## src/design/vic_pkg.sv

```systemverilog
package vic_pkg;
  localparam int VIC_NUM_TRAPS = 8;
  localparam int VIC_NUM_IRQS = 118;
  localparam int VIC_NUM_VEC = 126;
  localparam int VIC_IDX_W = 7;
  localparam int VIC_LVL_W = 3;
  localparam int VIC_ADDR_W = 24;
  // word address of the first entry of the primary table
  localparam logic [23:0] VIC_PRI_BASE = 24'h00_0004;
  localparam logic [23:0] VIC_ALT_OFFSET = 24'h00_0100;
  localparam logic [23:0] VIC_RESET_ADDR = 24'h00_0000;
  localparam int VIC_ALT_SEL_BIT = 15;
  // traps sit above every user level
  localparam logic [3:0] VIC_TRAP_LEVEL = 4'h8;
  localparam logic [3:0] VIC_LEVEL_OFF = 4'h0;
  // cycles from a return strobe back to arbitration
  localparam int VIC_RET_CYCLES = 2;
  localparam logic [1:0] VIC_RET_LOAD = 2'(VIC_RET_CYCLES - 1);

  typedef enum logic [4:0] {
    VIC_IDLE = 5'b0_0001,
    VIC_FETCH = 5'b0_0010,
    VIC_LOAD = 5'b0_0100,
    VIC_REQ = 5'b0_1000,
    VIC_SERV = 5'b1_0000
  } vic_state_t;

  typedef struct packed {
    logic valid;
    logic [6:0] idx;
    logic [23:0] isr_addr;
  } vic_req_t;

  typedef struct packed {
    logic rd;
    logic [23:0] addr;
  } vic_fetch_t;
endpackage : vic_pkg

```

## src/design/vic_arbiter.sv

```systemverilog
module vic_arbiter
  import vic_pkg::*;
(
  input wire logic [125:0] pend_i,
  input wire logic [117:0][2:0] prio_i,
  input wire logic [2:0] cpu_ipl_i,
  output logic win_valid_o,
  output logic [6:0] win_idx_o,
  output logic [3:0] win_lvl_o
);
  logic [125:0][3:0] eff_lvl;

  genvar g;
  generate
    for (g = 0; g < VIC_NUM_VEC; g++) begin : g_lvl
      if (g < VIC_NUM_TRAPS) begin : g_trap
        // traps cannot be masked
        assign eff_lvl[g] = pend_i[g] ? VIC_TRAP_LEVEL : VIC_LEVEL_OFF;
      end else begin : g_irq
        assign eff_lvl[g] = pend_i[g] ? {1'b0, prio_i[g - VIC_NUM_TRAPS]} : VIC_LEVEL_OFF;
      end
    end
  endgenerate

  // scan downward so that on equal level the lower vector wins
  always_comb begin
    win_lvl_o = VIC_LEVEL_OFF;
    win_idx_o = 7'h00;
    for (int i = VIC_NUM_VEC - 1; i >= 0; i--) begin
      if (eff_lvl[i] != VIC_LEVEL_OFF && eff_lvl[i] >= win_lvl_o) begin
        win_lvl_o = eff_lvl[i];
        win_idx_o = 7'(i);
      end
    end
    win_valid_o = win_lvl_o > {1'b0, cpu_ipl_i};
  end
endmodule : vic_arbiter

```

## src/design/vic_top.sv

```systemverilog
module vic_top
  import vic_pkg::*;
(
  input wire logic clk_sys_i,
  input wire logic rst_i,
  input wire logic [125:0] pend_i,
  input wire logic [117:0][2:0] prio_i,
  input wire logic [2:0] cpu_ipl_i,
  input wire logic [15:0] interrupt_control_second_i,
  input wire logic [23:0] pm_rdata_i,
  input wire logic irq_ack_i,
  input wire logic irq_ret_i,
  output vic_pkg::vic_req_t irq_o,
  output vic_pkg::vic_fetch_t fetch_o,
  output logic clr_o,
  output logic [6:0] clr_idx_o
);
  import vic_pkg::*;

  logic win_valid;
  logic [6:0] win_idx;
  logic [3:0] win_lvl;
  logic alt_table_select;

  vic_state_t state_r, state_nxt;
  vic_req_t irq_r, irq_nxt;
  vic_fetch_t fetch_r, fetch_nxt;
  logic alt_r, alt_nxt;
  logic clr_r, clr_nxt;
  logic [6:0] clr_idx_r, clr_idx_nxt;
  logic [1:0] ret_cnt_r, ret_cnt_nxt;

  vic_arbiter u_arb (
    .pend_i(pend_i),
    .prio_i(prio_i),
    .cpu_ipl_i(cpu_ipl_i),
    .win_valid_o(win_valid),
    .win_idx_o(win_idx),
    .win_lvl_o(win_lvl)
  );

  assign alt_table_select = interrupt_control_second_i[VIC_ALT_SEL_BIT];

  always_comb begin
    state_nxt = state_r;
    irq_nxt = irq_r;
    fetch_nxt = fetch_r;
    alt_nxt = alt_r;
    clr_nxt = 1'b0;
    clr_idx_nxt = clr_idx_r;
    ret_cnt_nxt = ret_cnt_r;
    case (state_r)
      VIC_IDLE: begin
        if (win_valid) begin
          irq_nxt.idx = win_idx;
          alt_nxt = alt_table_select;
          fetch_nxt.rd = 1'b1;
          // one entry per vector, alternate copy at a fixed offset
          fetch_nxt.addr = VIC_PRI_BASE + {16'h0000, win_idx, 1'b0}
            + (alt_table_select ? VIC_ALT_OFFSET : VIC_RESET_ADDR);
          state_nxt = VIC_FETCH;
        end
      end
      VIC_FETCH: begin
        // program memory answers one cycle after the read strobe
        fetch_nxt.rd = 1'b0;
        state_nxt = VIC_LOAD;
      end
      VIC_LOAD: begin
        irq_nxt.isr_addr = pm_rdata_i;
        irq_nxt.valid = 1'b1;
        state_nxt = VIC_REQ;
      end
      VIC_REQ: begin
        // the request stands unchanged, with no new arbitration, until the CPU takes it
        if (irq_ack_i) begin
          irq_nxt.valid = 1'b0;
          clr_nxt = 1'b1;
          clr_idx_nxt = irq_r.idx;
          ret_cnt_nxt = VIC_RET_LOAD;
          state_nxt = VIC_SERV;
        end
      end
      VIC_SERV: begin
        // no nesting: a new request waits for the return strobe
        if (irq_ret_i && ret_cnt_r == VIC_RET_LOAD) begin
          ret_cnt_nxt = ret_cnt_r - 2'd1;
        end else if (ret_cnt_r != VIC_RET_LOAD) begin
          if (ret_cnt_r == 2'd0) begin
            state_nxt = VIC_IDLE;
            ret_cnt_nxt = VIC_RET_LOAD;
          end else begin
            ret_cnt_nxt = ret_cnt_r - 2'd1;
          end
        end
      end
      default: begin
        state_nxt = VIC_IDLE;
      end
    endcase
  end

  // reset is synchronous and plain: it never passes through arbitration
  always_ff @(posedge clk_sys_i) begin
    if (rst_i) begin
      state_r <= VIC_IDLE;
      irq_r <= '0;
      fetch_r <= '{rd: 1'b0, addr: VIC_RESET_ADDR};
      alt_r <= 1'b0;
      clr_r <= 1'b0;
      clr_idx_r <= 7'h00;
      ret_cnt_r <= VIC_RET_LOAD;
    end else begin
      state_r <= state_nxt;
      irq_r <= irq_nxt;
      fetch_r <= fetch_nxt;
      alt_r <= alt_nxt;
      clr_r <= clr_nxt;
      clr_idx_r <= clr_idx_nxt;
      ret_cnt_r <= ret_cnt_nxt;
    end
  end

  assign irq_o = irq_r;
  assign fetch_o = fetch_r;
  assign clr_o = clr_r;
  assign clr_idx_o = clr_idx_r;

  property p_single_req;
    @(posedge clk_sys_i) disable iff (rst_i)
    irq_o.valid && !irq_ack_i |=> irq_o.valid && $stable(irq_o.idx) && $stable(irq_o.isr_addr);
  endproperty
  a_single_req: assert property (p_single_req) else $error("request dropped or changed before ack");

  property p_level;
    @(posedge clk_sys_i) disable iff (rst_i)
    win_valid |-> win_lvl > {1'b0, cpu_ipl_i} && win_lvl <= VIC_TRAP_LEVEL;
  endproperty
  a_level: assert property (p_level) else $error("winner not above cpu level");

  property p_pri_addr;
    @(posedge clk_sys_i) disable iff (rst_i)
    $rose(fetch_o.rd) && !alt_r |-> fetch_o.addr == VIC_PRI_BASE + {16'h0000, irq_o.idx, 1'b0};
  endproperty
  a_pri_addr: assert property (p_pri_addr) else $error("primary entry address wrong");

  property p_idx_range;
    @(posedge clk_sys_i) disable iff (rst_i)
    win_valid |-> win_idx < 7'(VIC_NUM_VEC);
  endproperty
  a_idx_range: assert property (p_idx_range) else $error("winner index outside table");

  property p_isr_addr;
    @(posedge clk_sys_i) disable iff (rst_i)
    $rose(irq_o.valid) |-> irq_o.isr_addr == $past(pm_rdata_i);
  endproperty
  a_isr_addr: assert property (p_isr_addr) else $error("routine address not from table");

  property p_vec0_wins;
    @(posedge clk_sys_i) disable iff (rst_i)
    pend_i[0] |-> win_valid && win_idx == 7'h00;
  endproperty
  a_vec0_wins: assert property (p_vec0_wins) else $error("vector 0 did not win");

  property p_alt_addr;
    @(posedge clk_sys_i) disable iff (rst_i)
    $rose(fetch_o.rd) && alt_r |-> fetch_o.addr == VIC_PRI_BASE + VIC_ALT_OFFSET + {16'h0000, irq_o.idx, 1'b0};
  endproperty
  a_alt_addr: assert property (p_alt_addr) else $error("alternate entry address wrong");

  property p_reset;
    @(posedge clk_sys_i)
    rst_i |=> !irq_o.valid && !fetch_o.rd && !clr_o && fetch_o.addr == VIC_RESET_ADDR;
  endproperty
  a_reset: assert property (p_reset) else $error("outputs not cleared by reset");

  property p_entry_lat;
    @(posedge clk_sys_i) disable iff (rst_i)
    $rose(fetch_o.rd) |=> !fetch_o.rd && !irq_o.valid ##1 irq_o.valid;
  endproperty
  a_entry_lat: assert property (p_entry_lat) else $error("entry latency not fixed");

  property p_ret_lat;
    @(posedge clk_sys_i) disable iff (rst_i)
    state_r == VIC_SERV && irq_ret_i && ret_cnt_r == VIC_RET_LOAD |-> ##2 state_r == VIC_IDLE;
  endproperty
  a_ret_lat: assert property (p_ret_lat) else $error("return latency not fixed");

  property p_clr_after_ack;
    @(posedge clk_sys_i) disable iff (rst_i)
    clr_o |-> $past(irq_ack_i) && $past(irq_o.valid) && clr_idx_o == $past(irq_o.idx);
  endproperty
  a_clr_after_ack: assert property (p_clr_after_ack) else $error("source cleared without ack");

  // sequencing of the take, the standing request and its release
  property p_rd_pulse;
    @(posedge clk_sys_i) disable iff (rst_i)
    fetch_o.rd |=> !fetch_o.rd;
  endproperty
  a_rd_pulse: assert property (p_rd_pulse) else $error("table read strobe longer than one cycle");

  property p_take_idle;
    @(posedge clk_sys_i) disable iff (rst_i)
    $rose(fetch_o.rd) |-> $past(state_r) == VIC_IDLE && $past(win_valid);
  endproperty
  a_take_idle: assert property (p_take_idle) else $error("table read without a winner in idle");

  property p_take_idx;
    @(posedge clk_sys_i) disable iff (rst_i)
    $rose(fetch_o.rd) |-> irq_o.idx == $past(win_idx);
  endproperty
  a_take_idx: assert property (p_take_idx) else $error("taken index differs from winner");

  property p_idle_quiet;
    @(posedge clk_sys_i) disable iff (rst_i)
    state_r == VIC_IDLE && !win_valid |=> !fetch_o.rd && state_r == VIC_IDLE;
  endproperty
  a_idle_quiet: assert property (p_idle_quiet) else $error("take without a pending winner");

  property p_trap_first;
    @(posedge clk_sys_i) disable iff (rst_i)
    (|pend_i[7:0]) |-> win_valid && win_idx < 7'(VIC_NUM_TRAPS);
  endproperty
  a_trap_first: assert property (p_trap_first) else $error("trap lost to an interrupt source");

  property p_alt_latch;
    @(posedge clk_sys_i) disable iff (rst_i)
    $rose(fetch_o.rd) |-> alt_r == $past(alt_table_select);
  endproperty
  a_alt_latch: assert property (p_alt_latch) else $error("table select not taken with the winner");

  property p_pri_range;
    @(posedge clk_sys_i) disable iff (rst_i)
    $rose(fetch_o.rd) && !alt_r |-> fetch_o.addr < VIC_PRI_BASE + 24'(2 * VIC_NUM_VEC);
  endproperty
  a_pri_range: assert property (p_pri_range) else $error("primary entry beyond its table");

  property p_state_onehot;
    @(posedge clk_sys_i) disable iff (rst_i)
    $onehot(state_r);
  endproperty
  a_state_onehot: assert property (p_state_onehot) else $error("sequencer state not one-hot");

  property p_valid_in_req;
    @(posedge clk_sys_i) disable iff (rst_i)
    irq_o.valid |-> state_r == VIC_REQ;
  endproperty
  a_valid_in_req: assert property (p_valid_in_req) else $error("request standing outside request state");

  property p_no_nest;
    @(posedge clk_sys_i) disable iff (rst_i)
    state_r != VIC_IDLE |=> !fetch_o.rd;
  endproperty
  a_no_nest: assert property (p_no_nest) else $error("new take while busy");

  property p_ack_release;
    @(posedge clk_sys_i) disable iff (rst_i)
    irq_o.valid && irq_ack_i |=> !irq_o.valid && clr_o && state_r == VIC_SERV;
  endproperty
  a_ack_release: assert property (p_ack_release) else $error("acknowledge did not release the request");

  property p_clr_pulse;
    @(posedge clk_sys_i) disable iff (rst_i)
    clr_o |=> !clr_o;
  endproperty
  a_clr_pulse: assert property (p_clr_pulse) else $error("clear strobe longer than one cycle");

  property p_clr_idx_hold;
    @(posedge clk_sys_i) disable iff (rst_i)
    !clr_o && !$past(rst_i) |-> $stable(clr_idx_o);
  endproperty
  a_clr_idx_hold: assert property (p_clr_idx_hold) else $error("cleared index changed without a take");

  property p_serv_wait;
    @(posedge clk_sys_i) disable iff (rst_i)
    state_r == VIC_SERV && !irq_ret_i && ret_cnt_r == VIC_RET_LOAD |=> state_r == VIC_SERV;
  endproperty
  a_serv_wait: assert property (p_serv_wait) else $error("service left without a return");

  property p_reset_state;
    @(posedge clk_sys_i)
    rst_i |=> state_r == VIC_IDLE && clr_idx_o == 7'h00 && ret_cnt_r == VIC_RET_LOAD;
  endproperty
  a_reset_state: assert property (p_reset_state) else $error("sequencer not cleared by reset");

  c_trap: cover property (@(posedge clk_sys_i) disable iff (rst_i) $rose(irq_o.valid) && irq_o.idx < 7'(VIC_NUM_TRAPS));
  c_alt: cover property (@(posedge clk_sys_i) disable iff (rst_i) $rose(fetch_o.rd) && alt_r);
  c_ack: cover property (@(posedge clk_sys_i) disable iff (rst_i) clr_o);
  c_return: cover property (@(posedge clk_sys_i) disable iff (rst_i) state_r == VIC_SERV ##1 state_r == VIC_IDLE);
endmodule : vic_top

```

## config.mk

```make
export PLATFORM = sky130hd
export DESIGN_NAME = vic_top
export DESIGN_NICKNAME = d
export VERILOG_FILES = /design/src/design/vic_pkg.sv /design/src/design/vic_arbiter.sv /design/src/design/vic_top.sv
export SDC_FILE = /design/constraint.sdc
export NUM_CORES = 1
export LEC_CHECK = 0
export BUFFER_PORTS_ARGS = -buffer_cell sky130_fd_sc_hd__buf_4
export CORE_AREA = 5 5 225 227
export CTS_CLUSTER_DIAMETER = 80
export CTS_CLUSTER_SIZE = 30
export DETAILED_ROUTE_END_ITERATION = 6
export DIE_AREA = 0 0 230 232
export PLACE_DENSITY = 0.76
export REMOVE_ABC_BUFFERS = 1
export SETUP_SLACK_MARGIN = 0.02
export SYNTH_ARGS = -nofsm -noshare
export SYNTH_HDL_FRONTEND = slang
export SYNTH_SLANG_ARGS = --single-unit
```

## constraint.sdc

```tcl
create_clock -name clk_sys_i -period 206.4 [get_ports clk_sys_i]
set_input_delay 30.96 -clock clk_sys_i [delete_from_list [all_inputs] [get_ports clk_sys_i]]
set_output_delay 30.96 -clock clk_sys_i [all_outputs]
set_load 0.01 [all_outputs]
```

Word-level counts from Yosys, hierarchy flattened:

Index checks and enable logic that the tools add are counted.

* $add $sub $neg: 3
* order comparisons: 127
* equality and inequality tests: 13
* multiplexer cells: 395
* bitwise gates (word level): 1
* reduce and logical (&&, ||, !) cells: 264

Operators with widths (number)
* $mux 7: 126
* $mux 4: 134
* $reduce_bool 4->1: 126
* $ge 4x4->1: 125
* $mux 3: 118
* $logic_and 1x1->1: 127
* $mux 25: 1
* $mux 5: 5
* $pmux 5 s5: 1
* $add 9x9->10: 1
* $add 3x8->9 const A: 1
* $mux 9: 1
* $mux 2: 4
* $ne 2x2->1 const B: 4
* $reduce_and 2->1: 4
* $reduce_bool 2->1: 3
* $eq 5x1->1 const B: 1
* $eq 5x2->1 const B: 1
* $eq 5x3->1 const B: 1
* $eq 5x4->1 const B: 1
* $eq 5x5->1 const B: 1
* $reduce_and 5->1: 1
* $ge 4x1->1 const B: 1
* $gt 4x3->1: 1
* other kinds (11): 14

* register bits: 72
* logic and storage cells: 812

Logic depth before layout (Yosys ltp):

Gate-level depths: netlist (run 1).

* depth in word-level cells: 383
* mapped depth: 972
* depth with buffers taken out: 962

By module:

From an unflattened synthesis (run 1), not the netlist that was laid out.

* cells, all modules: 3753
* area total of the unflattened synthesis: 24154.4 um2

Modules (own cells, without submodules)
* vic_arbiter: times used 1, cells an instance 3488, area an instance 21858.5 um2, seq. area each 0.0 um2
* vic_top: times used 1, cells an instance 265, area an instance 2296.0 um2, seq. area each 1121.1 um2

Worst setup path before layout (run 1):

No wires, ideal clock.

* kind: input to register
* from: input pend_i[125]
* to: register fetch_r, in the netlist fetch_o[3]
* arrival: 190.710 ns
* data required time: 206.330 ns
* slack: 15.619 ns
* stages on the path: 900
* path through: and2_1 -> ha_1 -> nor2b_1 -> o21ai_1 -> nand2b_1 -> mux2i_1 -> inv_1 -> ha_1 -> and3_1 -> a21oi_2 -> a21boi_1 -> mux2i_1 -> inv_1 -> ha_1 -> nand2b_1 -> a32o_1 -> a21oi_1 -> mux2i_1 -> (+864 left out) -> a21o_1 -> and2_1 -> a221o_1 -> a21o_1 -> o31ai_2 -> a21o_1 -> nand2b_1 -> nor2_1 -> ha_1 -> a21o_1 -> a21oi_1 -> a31oi_1 -> nor2b_1 -> or2_2 -> clkbuf_1 -> clkbuf_1 -> nand2_1 -> a21oi_1

* cells in the longest elaborated chain, start to end: 381
* elaborated cells between the ends (all ways): 510
* those cells by class: add/sub (2); order compare (127); mux (253); reduce/logical (128)

RTL lines
* from (decl): line vic_top.sv:6 `input wire logic [125:0] pend_i,`
* $mux 3 (*): line vic_arbiter.sv:20 `assign eff_lvl[g] = pend_i[g] ? {1'b0, prio_i[g - VIC_NUM_TRAPS]} : VIC_LEVEL_OFF;`
* $ge 4x1->1 or $reduce_bool 4->1 (tied branches): line vic_arbiter.sv:30 `if (eff_lvl[i] != VIC_LEVEL_OFF && eff_lvl[i] >= win_lvl_o) begin`
* $logic_and 1x1->1: line vic_arbiter.sv:30
* $mux 4: line vic_arbiter.sv:30
* $ge 4x4->1: line vic_arbiter.sv:30
* $logic_and 1x1->1: line vic_arbiter.sv:30
* $mux 4: line vic_arbiter.sv:30
* $ge 4x4->1: line vic_arbiter.sv:30
* (+365 left out)
* $ge 4x4->1: line vic_arbiter.sv:30
* $logic_and 1x1->1: line vic_arbiter.sv:30
* $mux 4: line vic_arbiter.sv:30
* $ge 4x4->1: line vic_arbiter.sv:30
* $logic_and 1x1->1: line vic_arbiter.sv:30
* $mux 7 or $mux 4 (tied branches): line vic_arbiter.sv:30
* $add 3x8->9 or $gt 4x3->1 (tied branches): line vic_top.sv:59, vic_arbiter.sv:35
* $add 9x9->10 or $reduce_and 2->1 (tied branches)
* to (signal assigned): line vic_top.sv:108 `fetch_r <= '{rd: 1'b0, addr: VIC_RESET_ADDR};`
* to (signal assigned): line vic_top.sv:116 `fetch_r <= fetch_nxt;`
* to (decl): line vic_top.sv:27 `vic_fetch_t fetch_r, fetch_nxt;`

Every way passes the cells marked *; elsewhere a longest branch is shown, timed or not.
A chain may end at the register's enable or synchronous reset.

==> impl_metrics.env, run 1 <==
export IMPL_globalplace_congestion=1.006
export IMPL_ys_async_sr_fraction=0
export IMPL_gr_usage_all_layers=0.3209
export IMPL_whs_path_depth=2
export IMPL_max_clock_freq_mhz=5.077
export IMPL_final_total_negative_setup_slack_ns=0
export IMPL_dpl_worst_slack_ns=-0.6136
export IMPL_maxSlewViolCount=0
export IMPL_synthDistinctLibCells=123
export IMPL_netlist_top_cells_count="nand2_1, nor2_1, a21oi_1"
export IMPL_worst_ep_required_time_ns=206.64
export IMPL_timing_critical_path_fanout_max=10
export IMPL_synthDominantAreaCellType="ha_1"
export IMPL_sort_of_element_at_the_end_of_the_critical_path="flop"
export IMPL_final_design_area_no_fill_sq_um=33890
export IMPL_hold_violations=0
export IMPL_ys_warnings_count=0
export IMPL_yosysMostFrequentCell="nand2_1"
export IMPL_detail_route_drc_violations=0
export IMPL_final_setup_skew_ns=0.01082
export IMPL_report_final_setup_viol=0
export IMPL_synth_edf_count=0
export IMPL_count_of_state_elements_after_synthesis=56
export IMPL_tritoncts_clock_tree="built"
export IMPL_num_io_pins=592
export IMPL_first_pass_grt_wire_length_mm=144.6
export IMPL_clockRootBuffer="clkbuf_16"
export IMPL_timing_critical_path_arrival_ns=197.20
export IMPL_cts_buffer_depth=2
export IMPL_floorplan_initialDensity=0.4981
export IMPL_dp_hpwl_mm=81.39
export IMPL_relSlewSlack=0.3372
export IMPL_syn_mean_instance_area_sq_um=6.511
export IMPL_via_count=32520
export IMPL_area_share_of_the_largest_cell_type_after_synthesis=0.1322
export IMPL_number_of_global_route_vias_before_repair=29140
export IMPL_wirelength_mm=96.96
export IMPL_floorplan_die_width_um=230
export IMPL_run_status="completed"
export IMPL_post_route_period_util=0.9543
export IMPL_synth_cells=3706
export IMPL_path_clk_slew_ns=0.09
export IMPL_area_overhead_of_the_layout_relative_to_synthesis_pct=40.46
export IMPL_wl_per_cell_um=18.21
export IMPL_cts_num_sinks=56
export IMPL_rr_worst_depth=4
export IMPL_placeableCoreArea_sq_um=48440
export IMPL_dp_cells=5188
export IMPL_dpl_cell_area_sq_um=31410
export IMPL_synthFlopType="dfxtp_1"
export IMPL_cts_htree_levels=2
export IMPL_finalNetCount=5471
export IMPL_timing_max_cap_violations=0
export IMPL_routed_vias_inst=6.106
export IMPL_synth_area_sq_um=24130
export IMPL_drt_pass1_iterations=6
export IMPL_critical_path_start_type="primary input"
export IMPL_period_needed_ns=196.96
export IMPL_ys_seq_area_frac=0.04646
export IMPL_synth_area_leaders="ha_1, nand2_1, a21oi_1, nor2_1, o21ai_0"
export IMPL_die_height_um=232
export IMPL_fin_ws_ns=9.440
export IMPL_clock_latency_ns=0.31
export IMPL_postRouteAntennaNets=0
export IMPL_stdcell_count=5326
export IMPL_transition_time_of_the_tightest_slew_check_pin_ns=0.9941
export IMPL_hold_class="flop to flop"
export IMPL_drive_above_1_share=0.3111
export IMPL_setup_worst_path_class="primary input to flop"
export IMPL_io_buffers=561
export IMPL_drtIter0Drc=2381
export IMPL_crit_path_max_incr_delay_ns=0.55
export IMPL_cts_hold_buf=0
export IMPL_final_fill_count=4296
export IMPL_crit_path_max_delay_cell_type="or4_1"
export IMPL_antenna_found_initial=20
export IMPL_rows=81
export IMPL_pin_count_of_the_biggest_net_entering_global_routing=55
export IMPL_crit_path_frequent_cell="ha_1"
export IMPL_dieArea_sq_um=53360
export IMPL_tritoncts_buffers=5
export IMPL_grt_ovfl_total=0
-- logic make-up after synthesis --
family,Yosys count,synth area share
AO/OA/AOI/OAI,1388,0.4113
other,1,0.0001554
multiplexers,71,0.03096
buffers and inverters,244,0.04086
flip-flops,56,0.04646
XOR/XNOR,4,0.001452
adder cells (fa/ha/maj),268,0.1376
AND/OR/NAND/NOR,1674,0.3312
-- worst paths after layout --
path | to | startpoint | slack (ns)
setup / recovery | fetch_o[7] | pend_i[125] | 9.44
hold / removal | irq_o[11] | irq_o[11] | 0.46
setup reg to reg | irq_o[22] | state_r[0] | 204.22
hold reg to reg | irq_o[11] | irq_o[11] | 0.46
-- routing by layer --
layer,global-route usage,vias to the layer above,share of wire
met5,0,-,0.00092
met4,0.1519,12,0.052
met1,0.3947,15060,0.40
li1,-,15940,-
met3,0.05001,237,0.073
met2,0.5502,1271,0.47
-- timing repair --
| action | in CTS | in global routing |
|---|---|---|
| gates cloned | 0 | 1 |
| gates resized for setup | 9 | 343 |
| buffers inserted | 0 | 115 |
| pin swaps | 0 | 103 |
| setup endpoints to repair | 20 | 20 |
-- layout make-up --
cell class,count,area (sq um),share of cell area
multi-input combinational,3421,23510,0.6936
timing repair buffer,1004,7537,0.2224
sequential,56,1121,0.03308
tap,622,778.2,0.02296
inverter,201,754.5,0.02226
clock buffer,5,125.1,0.003692
antenna,14,35.03,0.001034
clock inverter,3,33.78,0.0009968
-- sequential cells by signal, summed over array words and instances (netlist names) --
register / count
clr_idx_o: 7
clr_o: 1
fetch_o: 9
irq_o: 32
ret_cnt_r: 2
state_r: 5
-- placed cells by master (no fill, tap or decap), types with 65 or more instances in the layout --
cell type	synthesis	final
a21oi_1	282	228
and2_1	136	131
buf_4	18	1004
ha_1	255	248
inv_1	200	198
nand2_1	610	603
nand2b_1	112	109
nand3_1	94	90
nor2_1	369	348
nor3_1	79	70
o211ai_1	108	108
o21a_1	72	65
o21ai_0	238	195
-- metrics by stage --
stage | util | hold WS (ns)
after floorplan | - | 0.4639
after global placement | 0.6484 | 0.4431
after detailed placement | 0.6484 | 0.4469
after CTS | 0.6526 | 0.4590
after global routing | 0.6995 | 0.4805
final | 0.6996 | 0.4572
-- worst max-delay path, delay by kind of cell --
family / cells / cell delay, ns
mux: 34 / 10.69
buf+inv: 71 / 7.52
simple gates: 380 / 56.95
fa+ha+maj: 161 / 44.46
compound gates: 510 / 89.83
Power of run 1 is not shown: default switching activity piles up to over one toggle a cycle in this logic, so the estimate is an artifact.
==> run 2: changes to the inputs <==
- CELL_PAD_IN_SITES_DETAIL_PLACEMENT: not set -> 1
- CELL_PAD_IN_SITES_GLOBAL_PLACEMENT: not set -> 2
- CORE_AREA: 5 5 225 227 -> not set
- CORE_MARGIN: not set -> 5
- CORE_UTILIZATION: not set -> 30
- DIE_AREA: 0 0 230 232 -> not set
- PLACE_DENSITY: 0.76 -> not set
- PLACE_DENSITY_LB_ADDON: not set -> 0.1
==> run 2 against run 1 <==
Setup slack better by 0.82 ns; utilization decreased by 24 points; largest cell class unchanged; maximum frequency grew 0.42%; first-iteration DRC count is 54% lower; non-clock buffer count increased by 273; cell area grew 8.0%; count of clock-buffer cells in the layout is the same; wire length up 16%; via count increased by 0.64%; highest routed layer unchanged; critical endpoint unchanged; flip-flop and latch count is the same.
==> impl_metrics.env, run 2 (synthesis results as in run 1) <==
export IMPL_hold_violations=0
export IMPL_post_route_period_util=0.9503
export IMPL_rows=104
export IMPL_final_cell_mix="buf_4, nand2_1, nor2_1, ha_1, a21oi_1"
export IMPL_dieArea_sq_um=86200
export IMPL_grt_ovfl_total=0
export IMPL_mostFrequentLayoutCell="buf_4"
export IMPL_placeableCoreArea_sq_um=80160
export IMPL_rr_worst_depth=4
export IMPL_tritoncts_buffers=5
export IMPL_regToRegStartpoint="state_r[0]"
export IMPL_relSlewSlack=0.3292
export IMPL_cts_buffer_depth=2
export IMPL_met3WireLength_mm=5.250
export IMPL_clock_latency_ns=0.30
export IMPL_maxSlewViolCount=0
export IMPL_tritoncts_clock_tree="built"
export IMPL_max_clock_freq_mhz=5.098
export IMPL_postRouteAntennaNets=0
export IMPL_setup_worst_path_class="primary input to flop"
export IMPL_timing_critical_path_arrival_ns=196.38
export IMPL_gr_usage_all_layers=0.2372
export IMPL_cts_htree_levels=2
export IMPL_wl_per_cell_um=18.64
export IMPL_timing_max_cap_violations=0
export IMPL_area_overhead_of_the_layout_relative_to_synthesis_pct=51.66
export IMPL_worst_ep_required_time_ns=206.64
export IMPL_wirelength_mm=112.8
export IMPL_drtIter0Drc=1084
export IMPL_maxUsedRoutingLayer="met5"
export IMPL_globalplace_congestion=0.8944
export IMPL_stdcell_count=6054
export IMPL_cts_num_sinks=56
export IMPL_dp_hpwl_mm=98.77
export IMPL_crit_path_frequent_cell="ha_1"
export IMPL_met1Wirelength_mm=50.26
export IMPL_critPathCapture="fetch_o[7]"
export IMPL_r2r_setup_slk_ns=204.25
export IMPL_num_io_pins=592
export IMPL_cts_hold_buf=0
export IMPL_clockRootBuffer="clkbuf_16"
export IMPL_path_clk_slew_ns=0.08
export IMPL_routed_vias_inst=5.406
export IMPL_number_of_global_route_vias_before_repair=32580
export IMPL_floorplan_initialDensity=0.3010
export IMPL_timing_critical_path_fanout_max=9
export IMPL_finalNetCount=5743
export IMPL_met2_length_mm=55.04
export IMPL_drive_above_1_share=0.3533
export IMPL_hold_class="flop to flop"
export IMPL_critical_path_start_type="primary input"
export IMPL_die_height_um=293.6
export IMPL_sort_of_element_at_the_end_of_the_critical_path="flop"
export IMPL_drt_pass1_iterations=5
export IMPL_first_pass_grt_wire_length_mm=170.5
export IMPL_via_count=32730
export IMPL_report_final_setup_viol=0
export IMPL_io_buffers=561
export IMPL_antenna_found_initial=42
export IMPL_floorplan_die_width_um=293.6
export IMPL_run_status="completed"
export IMPL_crit_path_max_incr_delay_ns=0.56
export IMPL_period_needed_ns=196.14
export IMPL_pin_count_of_the_biggest_net_entering_global_routing=55
export IMPL_final_setup_skew_ns=0.005898
export IMPL_largest_reg_flops=32
export IMPL_timing_critical_path_from="pend_i[125]"
export IMPL_detail_route_drc_violations=0
export IMPL_r2r_end="clr_idx_o[6]"
export IMPL_transition_time_of_the_tightest_slew_check_pin_ns=0.9922
export IMPL_crit_path_max_delay_cell_type="or4_1"
export IMPL_dp_cells=5913
==> run 2: changes by cell type in the layout (fill, tap and decap cells not counted), sizes merged <==
cell,before,now
clkinvlp,0,2
a21oi,293,292
diode,14,32
buf,1004,1277
clkinv,2,0
==> run 2: layer usage <==
layer  global-route usage  vias to the layer above
met5                    0                        -
met4              0.05159                       18
met3              0.04015                       94
met2               0.4232                      504
met1               0.3003                    15650
li1                     -                    16460
==> run 2: final cells by class <==
class | count | area, sq um
Antenna cell | 32 | 80.08
Clock buffer | 5 | 125.1
Clock inverter | 3 | 26.28
Fill cell | 10510 | 43560
Inverter | 201 | 754.5
Multi-Input combinational cell | 3420 | 23560
Sequential cell | 56 | 1121
Tap cell | 1060 | 1326
Timing Repair Buffer | 1277 | 9607
==> run 2: worst min path at each step <==
stage / from / endpoint / cells past startpoint / slack [ns]
finish: irq_o[4] / irq_o[4] / 2 / 0.46
detailed placement: irq_o[22] / irq_o[22] / 2 / 0.45
CTS: irq_o[4] / irq_o[4] / 2 / 0.46
global route: irq_o[1] / irq_o[1] / 2 / 0.48
floorplan: ret_cnt_r[1] / ret_cnt_r[1] / 1 / 0.46
global placement: irq_o[19] / irq_o[19] / 2 / 0.44
==> run 2: what timing repair did <==
action | 4_1_cts | 5_1_grt
pin swaps | 0 | 116
endpoints found under the hold margin | 0 | 0
gates resized for setup | 12 | 365
setup buffers | 0 | 101
cloned | 0 | 0
endpoints found under the setup margin | 20 | 20
==> run 2: through the flow <==
| step | hold WS (ns) | instance area (sq um) | TNS (ns) | util | setup WS (ns) |
|---|---|---|---|---|---|
| after floorplan | 0.4639 | 23950 | 0 | - | 15.23 |
| after global placement | 0.4436 | 34130 | 0 | 0.4257 | 1.386 |
| after detailed placement | 0.4491 | 34130 | -10.96 | 0.4257 | -0.9049 |
| after CTS | 0.4606 | 34330 | 0 | 0.4283 | 0.05539 |
| after global routing | 0.4825 | 36570 | -25.45 | 0.4562 | -1.529 |
| final | 0.4594 | 36600 | 0 | 0.4565 | 10.26 |
==> run 2: critical path: cells and delay by family <==
kind | cells | cell delay (ns)
AOI/OAI and AO/OA | 493 | 84.04
and+or+nand+nor | 366 | 52.90
adders and majority gates | 157 | 42.73
buffers and inverters | 107 | 13.13
muxes | 32 | 9.68
Power of run 2 is left out for the same reason.
==> run 3: changes to the inputs <==
- REMOVE_ABC_BUFFERS: 1 -> not set
==> run 3 against run 2 <==
Maximum frequency is 0.15% lower; wire length is 0.26% higher; clock skew is 0.00067 ns lower.
==> impl_metrics.env, run 3 (synthesis results as in run 1) <==
export IMPL_run_status="completed"
export IMPL_tritoncts_clock_tree="built"
export IMPL_path_clk_slew_ns=0.07
export IMPL_grt_util_met2=0.4225
export IMPL_drive_above_1_share=0.3547
export IMPL_detail_route_drc_violations=0
export IMPL_hold_path_end="fetch_o[8]"
export IMPL_timing_max_cap_violations=0
export IMPL_transition_time_of_the_tightest_slew_check_pin_ns=0.8890
export IMPL_routed_vias_inst=5.430
export IMPL_crit_path_max_incr_delay_ns=0.55
export IMPL_drtIter0Drc=1222
export IMPL_r2r_setup_slk_ns=204.24
export IMPL_timing_critical_path_arrival_ns=196.65
export IMPL_gr_usage_all_layers=0.2380
export IMPL_setup_worst_path_class="primary input to flop"
export IMPL_critical_path_start_type="primary input"
export IMPL_io_buffers=561
export IMPL_number_of_global_route_vias_before_repair=32670
export IMPL_gr_usage_met3=0.02732
export IMPL_die_height_um=293.6
export IMPL_mostFrequentLayoutCell="buf_4"
export IMPL_wirelength_mm=113.1
export IMPL_clock_latency_ns=0.30
export IMPL_regToRegStartpoint="state_r[3]"
export IMPL_cts_buffer_depth=2
export IMPL_via_count=32780
export IMPL_max_clock_freq_mhz=5.091
export IMPL_final_setup_skew_ns=0.005231
export IMPL_hold_class="flop to flop"
export IMPL_antenna_found_initial=34
export IMPL_dieArea_sq_um=86200
export IMPL_postRouteAntennaNets=0
export IMPL_pin_count_of_the_biggest_net_entering_global_routing=55
export IMPL_timing_critical_path_fanout_max=9
export IMPL_placeableCoreArea_sq_um=80160
export IMPL_grt_ovfl_total=0
export IMPL_largest_reg_flops=32
export IMPL_period_needed_ns=196.43
export IMPL_first_pass_grt_wire_length_mm=171.1
export IMPL_dp_hpwl_mm=99.26
export IMPL_whs_path_depth=2
export IMPL_post_route_period_util=0.9517
export IMPL_finalNetCount=5731
export IMPL_sort_of_element_at_the_end_of_the_critical_path="flop"
export IMPL_r2r_end="fetch_o[7]"
export IMPL_cts_num_sinks=56
export IMPL_grt_busiest_layer="met2"
export IMPL_rr_worst_depth=7
export IMPL_cts_htree_levels=2
export IMPL_final_cell_mix="buf_4, nand2_1, nor2_1, ha_1, a21oi_1"
export IMPL_floorplan_die_width_um=293.6
export IMPL_relSlewSlack=0.3920
export IMPL_floorplan_initialDensity=0.3010
export IMPL_rows=104
export IMPL_maxSlewViolCount=0
export IMPL_crit_path_frequent_cell="ha_1"
export IMPL_tritoncts_buffers=5
export IMPL_clockRootBuffer="clkbuf_16"
export IMPL_wl_per_cell_um=18.74
export IMPL_final_total_negative_setup_slack_ns=0
export IMPL_report_final_setup_viol=0
export IMPL_crit_path_max_delay_cell_type="or4_1"
export IMPL_hold_violations=0
export IMPL_globalplace_congestion=0.8802
export IMPL_hp_start="fetch_o[8]"
export IMPL_area_overhead_of_the_layout_relative_to_synthesis_pct=51.54
export IMPL_global_route_usage_met1=0.3109
export IMPL_worst_ep_required_time_ns=206.62
export IMPL_num_io_pins=592
export IMPL_drt_pass1_iterations=4
## run 3: changes by cell type in the layout (fill, tap and decap cells not counted), sizes merged
cell and change:
diode -6, buf -12, clkinv +1, clkinvlp -1
## run 3: worst max-delay path by stage
stage               slack [ns]        start    endpoint
floorplan                15.62  pend_i[125]  fetch_o[3]
global placement          0.86  pend_i[125]  fetch_o[7]
detailed placement       -1.51  pend_i[125]  fetch_o[7]
CTS                       0.07  pend_i[125]  fetch_o[7]
global route             -1.44  prio_i[349]  fetch_o[7]
finish                    9.97  prio_i[349]  fetch_o[7]
## run 3: area by class of cell
class                           count  area (sq um)
Multi-Input combinational cell   3420         23640
Fill cell                       10470         43590
Timing Repair Buffer             1265          9508
Tap cell                         1060          1326
Clock inverter                      3         21.27
Antenna cell                       26         65.06
Inverter                          201         754.5
Sequential cell                    56          1121
Clock buffer                        5         125.1
## run 3: per-layer routing
| metal | vias to the layer above | routed length, um |
|---|---|---|
| met4 | 16 | 2072 |
| met2 | 546 | 55140 |
| li1 | 16430 | - |
| met5 | - | 99 |
| met3 | 99 | 4382 |
| met1 | 15690 | 51430 |
## run 3: per-stage QoR
step	std cells	utilization	instance area, sq um	hold slack, ns	worst slack [ns]
final	6036	0.4562	36570	0.4535	9.971
after global routing	6031	0.4560	36550	0.4770	-1.439
after CTS	5921	0.4292	34400	0.4583	0.06581
after detailed placement	5908	0.4251	34080	0.4479	-1.513
after global placement	5908	0.4251	34080	0.4414	0.8589
after floorplan	3720	-	24180	0.4670	15.62
## run 3: what timing repair did
action / 4_1_cts / 5_1_grt
endpoints found under the setup margin: 20 / 20
pin swaps: 1 / 116
buffers inserted: 5 / 89
gates resized for setup: 27 / 367
hold buffers: 0 / 0
## run 3: worst max-delay path: cells and delay by family
kind	cells	cell delay (ns)
and+or+nand+nor	373	54.55
muxes	33	10.51
buffers and inverters	99	12.12
adders and majority gates	160	42.90
AOI/OAI and AO/OA	490	86.37
Power of run 3 is left out for the same reason.
